`src/rtl/cfg_flow_pkg.sv`:
```
package cfg_flow_pkg;
   // ------------------------------------------------------------
   // Instruction codes
   // ------------------------------------------------------------
   // Decoded instruction presented by the test access port logic
   typedef enum logic [3:0]
   {
      INSTR_NONE,
      INSTR_IO_CHAIN,
      INSTR_PARK,
      INSTR_REARM,
      INSTR_PULSE_RECONFIG,
      INSTR_PROGRAM,
      INSTR_CHECK_STATUS,
      INSTR_STARTUP,
      INSTR_OTHER
   } instr_e;

   // ------------------------------------------------------------
   // Scheme select encoding
   // ------------------------------------------------------------
   // Configuration scheme chosen by the scheme-select pins
   typedef enum logic [1:0]
   {
      SCHEME_PASSIVE_SERIAL,
      SCHEME_FAST_PASSIVE_PARALLEL,
      SCHEME_ACTIVE_SERIAL,
      SCHEME_ACTIVE_PARALLEL
   } scheme_e;

   // ------------------------------------------------------------
   // Timing
   // ------------------------------------------------------------
   // Clock period in picoseconds
   localparam int CLK_PERIOD_PS = 5000;
   // Width of the reconfiguration pulse that the block drives, in ns
   localparam int RECONFIG_PULSE_NS = 500;
   // Reconfiguration pulse length in cycles, rounded up
   localparam int RECONFIG_PULSE_CYC = (RECONFIG_PULSE_NS * 1000 + CLK_PERIOD_PS - 1)
      / CLK_PERIOD_PS;
   // Width of the pulse counter
   localparam int PULSE_CNT_W = 8;
   // Reset value of the pulse counter
   localparam logic [PULSE_CNT_W-1:0] PULSE_CNT_RST = 8'h00;
endpackage : cfg_flow_pkg

```
`src/rtl/reconfig_pulser.sv`:
```
`timescale 1ns/1ps
`default_nettype none
// Stretches a one-cycle trigger into a fixed reconfiguration pulse
module reconfig_pulser
(
   input wire logic clk,
   input wire logic reset,
   input wire logic trigger,
   output logic busy
);
   // Cycles remaining in the current pulse
   logic [cfg_flow_pkg::PULSE_CNT_W-1:0] count_ff;
   logic [cfg_flow_pkg::PULSE_CNT_W-1:0] nxt_count;
   // Pulse length at counter width
   wire logic [cfg_flow_pkg::PULSE_CNT_W-1:0] pulse_len;

   assign pulse_len = cfg_flow_pkg::PULSE_CNT_W'(cfg_flow_pkg::RECONFIG_PULSE_CYC);
   // Reload on trigger, else count down to zero
   assign nxt_count = trigger ? pulse_len
      : (count_ff != cfg_flow_pkg::PULSE_CNT_RST) ? count_ff - 8'h01 : count_ff;

   // ------------------------------------------------------------
   // Counter register
   // ------------------------------------------------------------
   always_ff @(posedge clk)
   begin
      if (reset)
         count_ff <= cfg_flow_pkg::PULSE_CNT_RST;
      else
         count_ff <= nxt_count;
   end

   assign busy = (count_ff != cfg_flow_pkg::PULSE_CNT_RST);
endmodule : reconfig_pulser
`default_nettype wire

```
`src/rtl/jtag_config_instruction_flow.sv`:
```
`timescale 1ns/1ps
`default_nettype none
// Functional notes
// I/O chain instruction reloads shift chain
// Host reconfigures after interrupted testing
// No I/O chain during reconfig low
// Host waits 230 us before I/O chain
// Power-up wait 230 us or status
// Host pairs park with I/O chain
// I/O chain never holds status low
// I/O chain tri-states all user pins
// Host parks before later program load
// Program success to user re-engages controller
// Passive reconfig needs no parking
// Host re-arms after failed program load
// Re-arm also triggers reconfiguration
// Park idles controller chosen by scheme
// Parked controller idle, still sees success
// Host parks before programming active schemes
// Park ignored in passive schemes
// Program, startup, reset strictly ordered
// After startup, TAP reset or instruction
// Passive re-arm acts as pulse-reconfig
// Serial scheme TAP reset re-engages controller
// Flow state flags out-of-order instructions
module jtag_config_instruction_flow
(
   input wire logic clk,
   input wire logic reset,
   input wire cfg_flow_pkg::instr_e instr,
   input wire logic instr_valid,
   input wire logic tap_reset,
   input wire cfg_flow_pkg::scheme_e scheme_select,
   input wire logic reconfig_pin_n,
   input wire logic program_done,
   output logic io_chain_reload,
   output logic user_io_tristate,
   output logic serial_parked,
   output logic parallel_parked,
   output logic reconfig_req,
   output logic reconfig_pin_disable,
   output logic config_status_n,
   output logic order_error
);
   // ------------------------------------------------------------
   // Flow state
   // ------------------------------------------------------------
   typedef enum logic [2:0]
   {
      FLOW_IDLE,
      FLOW_IO_CHAIN,
      FLOW_LOADED,
      FLOW_STARTED
   } flow_e;

   flow_e flow_ff; // Current programming flow phase
   flow_e nxt_flow;
   logic serial_parked_ff; // Serial controller parked
   logic parallel_parked_ff; // Parallel controller parked
   logic io_active_ff; // I/O chain instruction executing
   logic pin_disable_ff; // Reconfiguration pin ignored
   logic order_error_ff; // Sticky order violation
   logic reload_ff; // Shift chain reload strobe
   logic pulser_busy; // Reconfiguration pulse running

   // ------------------------------------------------------------
   // Decode
   // ------------------------------------------------------------
   wire logic is_active_scheme;
   wire logic do_io;
   wire logic do_park;
   wire logic do_rearm;
   wire logic do_pulse;
   wire logic do_program;
   wire logic do_startup;
   wire logic do_other;
   wire logic reengage;
   wire logic trig_reconfig;
   wire logic bad_order;

   assign is_active_scheme = (scheme_select == cfg_flow_pkg::SCHEME_ACTIVE_SERIAL)
      || (scheme_select == cfg_flow_pkg::SCHEME_ACTIVE_PARALLEL);
   assign do_io = instr_valid && (instr == cfg_flow_pkg::INSTR_IO_CHAIN);
   assign do_park = instr_valid && (instr == cfg_flow_pkg::INSTR_PARK)
      && is_active_scheme;
   assign do_rearm = instr_valid && (instr == cfg_flow_pkg::INSTR_REARM);
   assign do_pulse = instr_valid && (instr == cfg_flow_pkg::INSTR_PULSE_RECONFIG);
   assign do_program = instr_valid && (instr == cfg_flow_pkg::INSTR_PROGRAM);
   assign do_startup = instr_valid && (instr == cfg_flow_pkg::INSTR_STARTUP);
   assign do_other = instr_valid && !do_program && !do_startup
      && (instr != cfg_flow_pkg::INSTR_CHECK_STATUS);
   // Successful program load reaching user mode, or serial TAP reset
   assign reengage = (program_done && (flow_ff == FLOW_STARTED))
      || (tap_reset && serial_parked_ff);
   // Re-arm restarts configuration in every scheme
   assign trig_reconfig = do_pulse || do_rearm;
   // Startup without load, load in active scheme while unparked, or I/O chain while pin low
   assign bad_order = (do_startup && (flow_ff != FLOW_LOADED))
      || (do_program && is_active_scheme && !serial_parked_ff && !parallel_parked_ff)
      || (do_io && !reconfig_pin_n);

   // ------------------------------------------------------------
   // Flow next state
   // ------------------------------------------------------------
   always_comb
   begin
      nxt_flow = flow_ff;
      case (flow_ff)
         FLOW_IDLE:
            // Enter I/O chain phase or program load
            if (do_program)
               nxt_flow = FLOW_LOADED;
            else if (do_io)
               nxt_flow = FLOW_IO_CHAIN;
         FLOW_IO_CHAIN:
            // Leave on load, reconfig or TAP reset
            if (do_program)
               nxt_flow = FLOW_LOADED;
            else if (trig_reconfig || tap_reset)
               nxt_flow = FLOW_IDLE;
         FLOW_LOADED:
            // Startup follows load
            if (do_startup)
               nxt_flow = FLOW_STARTED;
            else if (tap_reset || trig_reconfig)
               nxt_flow = FLOW_IDLE;
         FLOW_STARTED:
            // TAP reset, program done, or any instruction other than program, startup or status check closes the flow
            if (tap_reset || do_other || program_done)
               nxt_flow = FLOW_IDLE;
         default:
            nxt_flow = FLOW_IDLE;
      endcase
   end

   // ------------------------------------------------------------
   // Registers
   // ------------------------------------------------------------
   // Flow state and sticky error
   always_ff @(posedge clk)
   begin
      if (reset)
      begin
         flow_ff <= FLOW_IDLE;
         order_error_ff <= 1'b0;
      end
      else
      begin
         flow_ff <= nxt_flow;
         order_error_ff <= order_error_ff || bad_order;
      end
   end

   // Parking of the selected active controller
   always_ff @(posedge clk)
   begin
      if (reset)
      begin
         serial_parked_ff <= 1'b0;
         parallel_parked_ff <= 1'b0;
      end
      else if (do_park)
      begin
         serial_parked_ff <= (scheme_select == cfg_flow_pkg::SCHEME_ACTIVE_SERIAL);
         parallel_parked_ff <= (scheme_select == cfg_flow_pkg::SCHEME_ACTIVE_PARALLEL);
      end
      else if (reengage || do_rearm)
      begin
         serial_parked_ff <= 1'b0;
         parallel_parked_ff <= (program_done && (flow_ff == FLOW_STARTED)) || do_rearm
            ? 1'b0 : parallel_parked_ff;
      end
   end

   // I/O chain execution and reload strobe
   always_ff @(posedge clk)
   begin
      if (reset)
      begin
         io_active_ff <= 1'b0;
         reload_ff <= 1'b0;
      end
      else
      begin
         reload_ff <= do_io;
         if (do_io)
            io_active_ff <= 1'b1;
         else if (instr_valid || tap_reset)
            io_active_ff <= 1'b0;
      end
   end

   // Reconfiguration pin disabled after a re-arm in passive schemes
   always_ff @(posedge clk)
   begin
      if (reset)
         pin_disable_ff <= 1'b0;
      else if (do_rearm && !is_active_scheme)
         pin_disable_ff <= 1'b1;
      else if (do_pulse)
         pin_disable_ff <= 1'b0;
   end

   // ------------------------------------------------------------
   // Reconfiguration pulse
   // ------------------------------------------------------------
   reconfig_pulser u_pulser
   (
      .clk(clk),
      .reset(reset),
      .trigger(trig_reconfig),
      .busy(pulser_busy)
   );

   // ------------------------------------------------------------
   // Outputs
   // ------------------------------------------------------------
   assign io_chain_reload = reload_ff;
   assign user_io_tristate = io_active_ff;
   assign serial_parked = serial_parked_ff;
   assign parallel_parked = parallel_parked_ff;
   assign reconfig_req = pulser_busy;
   assign reconfig_pin_disable = pin_disable_ff;
   // Status low only during reconfiguration, never from the I/O chain
   assign config_status_n = !pulser_busy;
   assign order_error = order_error_ff;
endmodule : jtag_config_instruction_flow
`default_nettype wire

```
`config.mk`:
```
export PLATFORM = sky130hd
export DESIGN_NAME = jtag_config_instruction_flow
export DESIGN_NICKNAME = d
export VERILOG_FILES = /design/src/rtl/cfg_flow_pkg.sv /design/src/rtl/reconfig_pulser.sv /design/src/rtl/jtag_config_instruction_flow.sv
export SDC_FILE = /design/constraint.sdc
export NUM_CORES = 1
export LEC_CHECK = 0
export ABC_AREA = 1
export BUFFER_PORTS_ARGS = -buffer_cell sky130_fd_sc_hd__buf_2
export CORE_MARGIN = 1
export CORE_UTILIZATION = 40
export DETAILED_ROUTE_END_ITERATION = 7
export HOLD_SLACK_MARGIN = 0.05
export PLACE_DENSITY = 0.68
export SETUP_SLACK_MARGIN = 0.2
export SLEW_MARGIN = 20
export SYNTH_ARGS = -nofsm -noshare
export SYNTH_HDL_FRONTEND = slang
export SYNTH_HIERARCHICAL = 1
export SYNTH_SLANG_ARGS = --single-unit
```
`constraint.sdc`:
```
create_clock -name clk -period 1.05 [get_ports clk]
set_input_delay 0.1575 -clock clk [delete_from_list [all_inputs] [get_ports clk]]
set_output_delay 0.1575 -clock clk [all_outputs]
set_load 0.01 [all_outputs]
```
### Word-level counts from Yosys, hierarchy flattened

Cells that the tools add are included.

| operators by class | value |
|---|---|
| $add $sub $neg | 1 |
| eq/ne operators | 15 |
| mux-type cells | 18 |
| reduce and logical (&&, ||, !) cells | 47 |

Operators with widths:

| cell | number |
|---|---|
| $logic_and A1 B1 Y1 | 18 |
| $mux W3 | 6 |
| $mux W7 | 2 |
| $eq A4 B3 Y1 const B | 3 |
| $logic_or A1 B1 Y1 | 12 |
| $pmux W3 S4 | 1 |
| $reduce_bool A2 Y1 | 5 |
| $mux W1 | 9 |
| $eq A4 B2 Y1 const B | 2 |
| $reduce_bool A8 Y1 | 1 |
| $sub A8 B1 Y8 const B | 1 |
| $logic_not A1 Y1 | 7 |
| $eq A3 B2 Y1 const B | 2 |
| $eq A2 B2 Y1 const B | 2 |
| $eq A4 B1 Y1 const B | 1 |
| $ne A4 B3 Y1 const B | 1 |
| $reduce_and A2 Y1 | 2 |
| $eq A3 B1 Y1 const B | 1 |
| $logic_not A3 Y1 | 1 |
| $ne A3 B2 Y1 const B | 1 |
| $ne A3 B3 Y1 const B | 1 |
| $ne A2 B1 Y1 const B | 1 |
| $reduce_or A2 Y1 | 1 |

| word-level totals | value |
|---|---|
| register bits | 17 |
| bits of input ports | 12 |
| output and inout port bits | 8 |
| word-level logic and storage cells | 90 |

### Depth between registers and ports, before layout

| depth | value |
|---|---|
| word-level depth | 10 |
| gate-level depth with buffers | 10 |
| depth with buffers taken out | 10 |

### Cells and area by module

Netlist, hierarchy kept.

By module, submodules not included:

| module | times used | cells each | area each (µm²) | sequential area each (µm²) |
|---|---|---|---|---|
| jtag_config_instruction_flow | 1 | 83 | 524.3 | 180.2 |
| reconfig_pulser | 1 | 65 | 425.4 | 160.2 |

### Least setup slack after synthesis

No wires, ideal clock.

| path | value |
|---|---|
| path kind | register to register |
| start | register u_pulser/count_ff[0] in the netlist's numbering |
| end | register u_pulser/count_ff[0] in the netlist's numbering |
| library setup time | 0.113 ns |
| arrival time | 0.991 ns |
| data required time | 0.937 ns |
| setup slack | -0.054 ns |
| cell stages (with the launch flop) | 9 |
| buffers on the path | 0 |
| period minus slack after synthesis | 1.104 ns |
| cells stage by stage | dfxtp_1 -> inv_1 -> ha_1 -> nand2_2 -> inv_2 -> nand2_4 -> clkinv_2 -> nor2_1 -> nor2_1 |

| on the way | value |
|---|---|
| longest elaborated chain between the ends | 1 |
| elaborated cells on any way between the ends | 2 |
| classes of those cells | 1 x add/sub; 1 x reduce/logical |

Ends and longest elaborated chain:

| what | RTL line | RTL |
|---|---|---|
| start: declaration | reconfig_pulser.sv:12 | `logic [cfg_flow_pkg::PULSE_CNT_W-1:0] count_ff;` |
| start signal: assignment | reconfig_pulser.sv:28 | `count_ff <= cfg_flow_pkg::PULSE_CNT_RST;` |
| start signal: assignment | reconfig_pulser.sv:30 | `count_ff <= nxt_count;` |
| $reduce_bool A8 Y1 | n/a |  |
| via reconfig_req | jtag_config_instruction_flow.sv:40 | `output logic reconfig_req,` |

The timed path passes the listed nets, and every way through them passes these cells.
A chain may end at the register's enable or synchronous reset.

### Worst setup path after layout

| path | value |
|---|---|
| start | register u_pulser/count_ff[0] in the netlist's numbering |
| end | output port config_status_n |

| on the way | value |
|---|---|
| longest elaborated chain between the ends | 2 |

Ends and longest elaborated chain:

| what | RTL line | RTL |
|---|---|---|
| $reduce_bool A8 Y1 | reconfig_pulser.sv:33 | `assign busy = (count_ff != cfg_flow_pkg::PULSE_CNT_RST);` |
| $logic_not A1 Y1 | jtag_config_instruction_flow.sv:225 | `assign config_status_n = !pulser_busy;` |
| end: declaration | jtag_config_instruction_flow.sv:42 | `output logic config_status_n,` |

No other way between the ends.

==> results.md <==
- Drt via density: roughly 4.8
- Core Area: around 2200 um^2
- Fin nets: between 200 and 250
- Vias in the first global route: about 950
- CP Class: flop to primary output
- Synth unique cells: 26
- R2r setup slk: -0.21 ns
- Wire per inst: ~11 um
- # rows: 17
- Largest buffer count on any clock path: 2
- Total GRT Usage: ~21%
- Clock root cell: clkbuf_4
- Sequential cell area: roughly 360 um^2
- Setup WS post-layout: -0.255 ns
- WL final: 2380 um
- Antenna violations before repair: 0
- Clock transition at path regs: ~0.10 ns
- Die area: ~2600 um^2
- Power share of the combinational group: between 60% and 70%
- Maxcap violations: 0
- Placed Area: between 1000 and 1500 um^2
- Share of layout cells above drive strength 1: between 50% and 60%
- Largest net degree at the start of global routing: 12
- # fillers: ~180
- Worst Skew: between 0.005 and 0.006 ns
- Non-Filler Instances: roughly 220
- Post-synth EDFFs: 0
- Most common cell in the netlist: nand2_1
- Multi-input gate area: about 630 um^2
- Clock tree from TritonCTS: done
- Max Slew Vio Count: 0
- Final Hold Fails: 0
- Vias: between 1000 and 1500
- Final Cell Area: 1460 um^2
- Clock latency on the worst-skew pair: approximately 0.28 ns
- Status: finished with violations
- Switching pwr: approximately 0.0013 W
- Total power: roughly 0.0031 W
- Syn Nets: between 150 and 200
- Final min period: approximately 1.3 ns
- DIE HEIGHT: 50.7 um
- Worst min path class: input pin to flop
- RSZ-0062 raised after global routing: true
- Fraction of synthesis flops using an asynchronous set or reset pin: 0%
- Tcrit/Tclk final: 124%
- Main synth FF type: dfxtp_1
- Placed insts: 202
- Ranking of synthesized cells by area: dfxtp_1 (36%), nand2_1 (12%), inv_1 (9.9%), nor2_1 (7.9%), a21oi_1 (5.8%)
- H-Tree Depth: 1
- # diodes: 0
- Syn avg cell area: approximately 6.4 um^2
- Pleak: roughly 0.69 nW
- Power per cell area: around 2100 nW/um^2
- First-pass GRT wire length: a little under 4000 um
- Peak supply drop: between 1500 and 2000 uV
- Crit path launch type: flop
- Grt ovf: 0
- Placer congestion estimate: ~0.87
- DR DRC count: 0
- # setup viols final: 11
- Post-synth top cells: nand2_1 (30), inv_1 (25), nor2_1 (20), dfxtp_1 (17)
- Synthesis-to-layout area growth: 54.0%
- Failing checks: setup timing
- Sequential-to-total area share from yosys stat: 35.8%
- Crit path arrival time: ~1.2 ns
- Max Fclk: approximately 770 MHz
- Min Hold Slack: around 0.15 ns
- CTS Buf Count: 3
- Yosys top cell area share: a little over a third
- Yosys warns: 6
- Flop pwr share: between 20% and 30%
- Initial drt markers: 17
- CTS sink cnt: 17
- CP max FO: 3
- CTS Hold Bufs: 0
- Die Wd: 50.7 um
- I/O pins: 20
- Cell Area, Synth: around 950 um^2
- Crit. End Element: primary output
- Yosys reg bits: 17
- ANT nets after route: 0
- Pint: 0.00178 W
- Number of detailed-route iterations in the first pass: 4
- Area leader, netlist: dfxtp_1
- Critical Path RT: between 0.8 and 0.9 ns
- Switching Share: a little over two fifths
- Starting density of the core: between 40% and 50%
- Post-synthesis cell count: between 100 and 150
- Clock network power share: between 10% and 20%
- Port buffer count: 19
- Final HPWL DP: approximately 1600 um
==> placed cells by master (no fill, tap or decap), drive strengths merged <==
cell and count:
buf 37, nand2 33, inv 30, nor2 26
dfxtp 17, nand3 12, a21oi 12, clkbuf 4
nor3 4, nand4 3, o21ai 3, or2 2
o211ai 1, a31oi 1, conb 1, xor2 1
ha 1
==> stage by stage <==
step | setup TNS [ns] | setup WS [ns] | utilization, %
2_1_floorplan | 0 | 0.0320 | -
3_3_place_gp | -0.477 | -0.0811 | 52.1
3_5_place_dp | -1.08 | -0.150 | 52.1
4_1_cts | -1.74 | -0.273 | 60.7
5_1_grt | -2.50 | -0.315 | 65.5
6_report | -1.82 | -0.255 | 65.5
==> power by group through the flow <==
| stage | logic (W) | registers (W) | clock network, W |
|---|---|---|---|
| after floorplan | 0.000868 | 0.000878 | 0 |
| after global placement | 0.00113 | 0.000884 | 0 |
| after detailed placement | 0.00115 | 0.000890 | 0 |
| after CTS | 0.00159 | 0.000878 | 0.000363 |
| after global routing | 0.00204 | 0.000909 | 0.000401 |
| final | 0.00186 | 0.000894 | 0.000345 |
==> sequential cells by signal (all words and copies together), names as in the netlist <==
register              cells
u_pulser/count_ff         8
serial_parked             1
order_error               1
reconfig_pin_disable      1
flow_ff                   3
user_io_tristate          1
parallel_parked           1
io_chain_reload           1
==> cell type report <==
class | count | share of cell area, %
well taps | 28 | 2.40
clock buffers | 4 | 1.80
inverters | 30 | 8.55
multi-input cells | 100 | 43.2
flip-flops and latches | 17 | 24.5
repair buffers | 37 | 19.6
==> layer usage <==
layer,routed length [um],up-vias,track usage (%)
li1,-,541,-
met1,1070,464,24.5
met2,1200,26,36.2
met3,85,2,3.33
met4,17,0,9.26
met5,0,-,0
==> path summary, 6_finish.rpt <==
| check | startpoint | to | cells past startpoint |
|---|---|---|---|
| max reg2reg | u_pulser/count_ff[0] | u_pulser/count_ff[0] | 9 |
| max | u_pulser/count_ff[0] | config_status_n | 7 |
| min reg2reg | user_io_tristate | user_io_tristate | 2 |
| min | scheme_select[0] | serial_parked | 3 |
==> critical path, stage by stage (launching register included) <==
cell and delay (ns):
dfxtp_2 0.35, inv_2 0.05, ha_4 0.16, nand2_4 0.06, inv_4 0.04, nand2_4 0.06
inv_2 0.04, buf_6 0.11
==> cells by family after synthesis <==
| logic type | share of synthesized area (%) |
|---|---|
| and+or+nand+nor | 39.0 |
| buffers and inverters | 12.8 |
| AOI/OAI and AO/OA | 9.75 |
| DFF | 35.8 |
| xor gates and xnor gates | 0.922 |
| adders and majority gates | 1.32 |
| other | 0.395 |
==> what timing repair did <==
item	4_1_cts	5_1_grt
setup endpoints to repair	21	21
pin swaps	16	14
setup buffers	6	4
resized for setup	34	28
(Power assumes the default switching activity.)
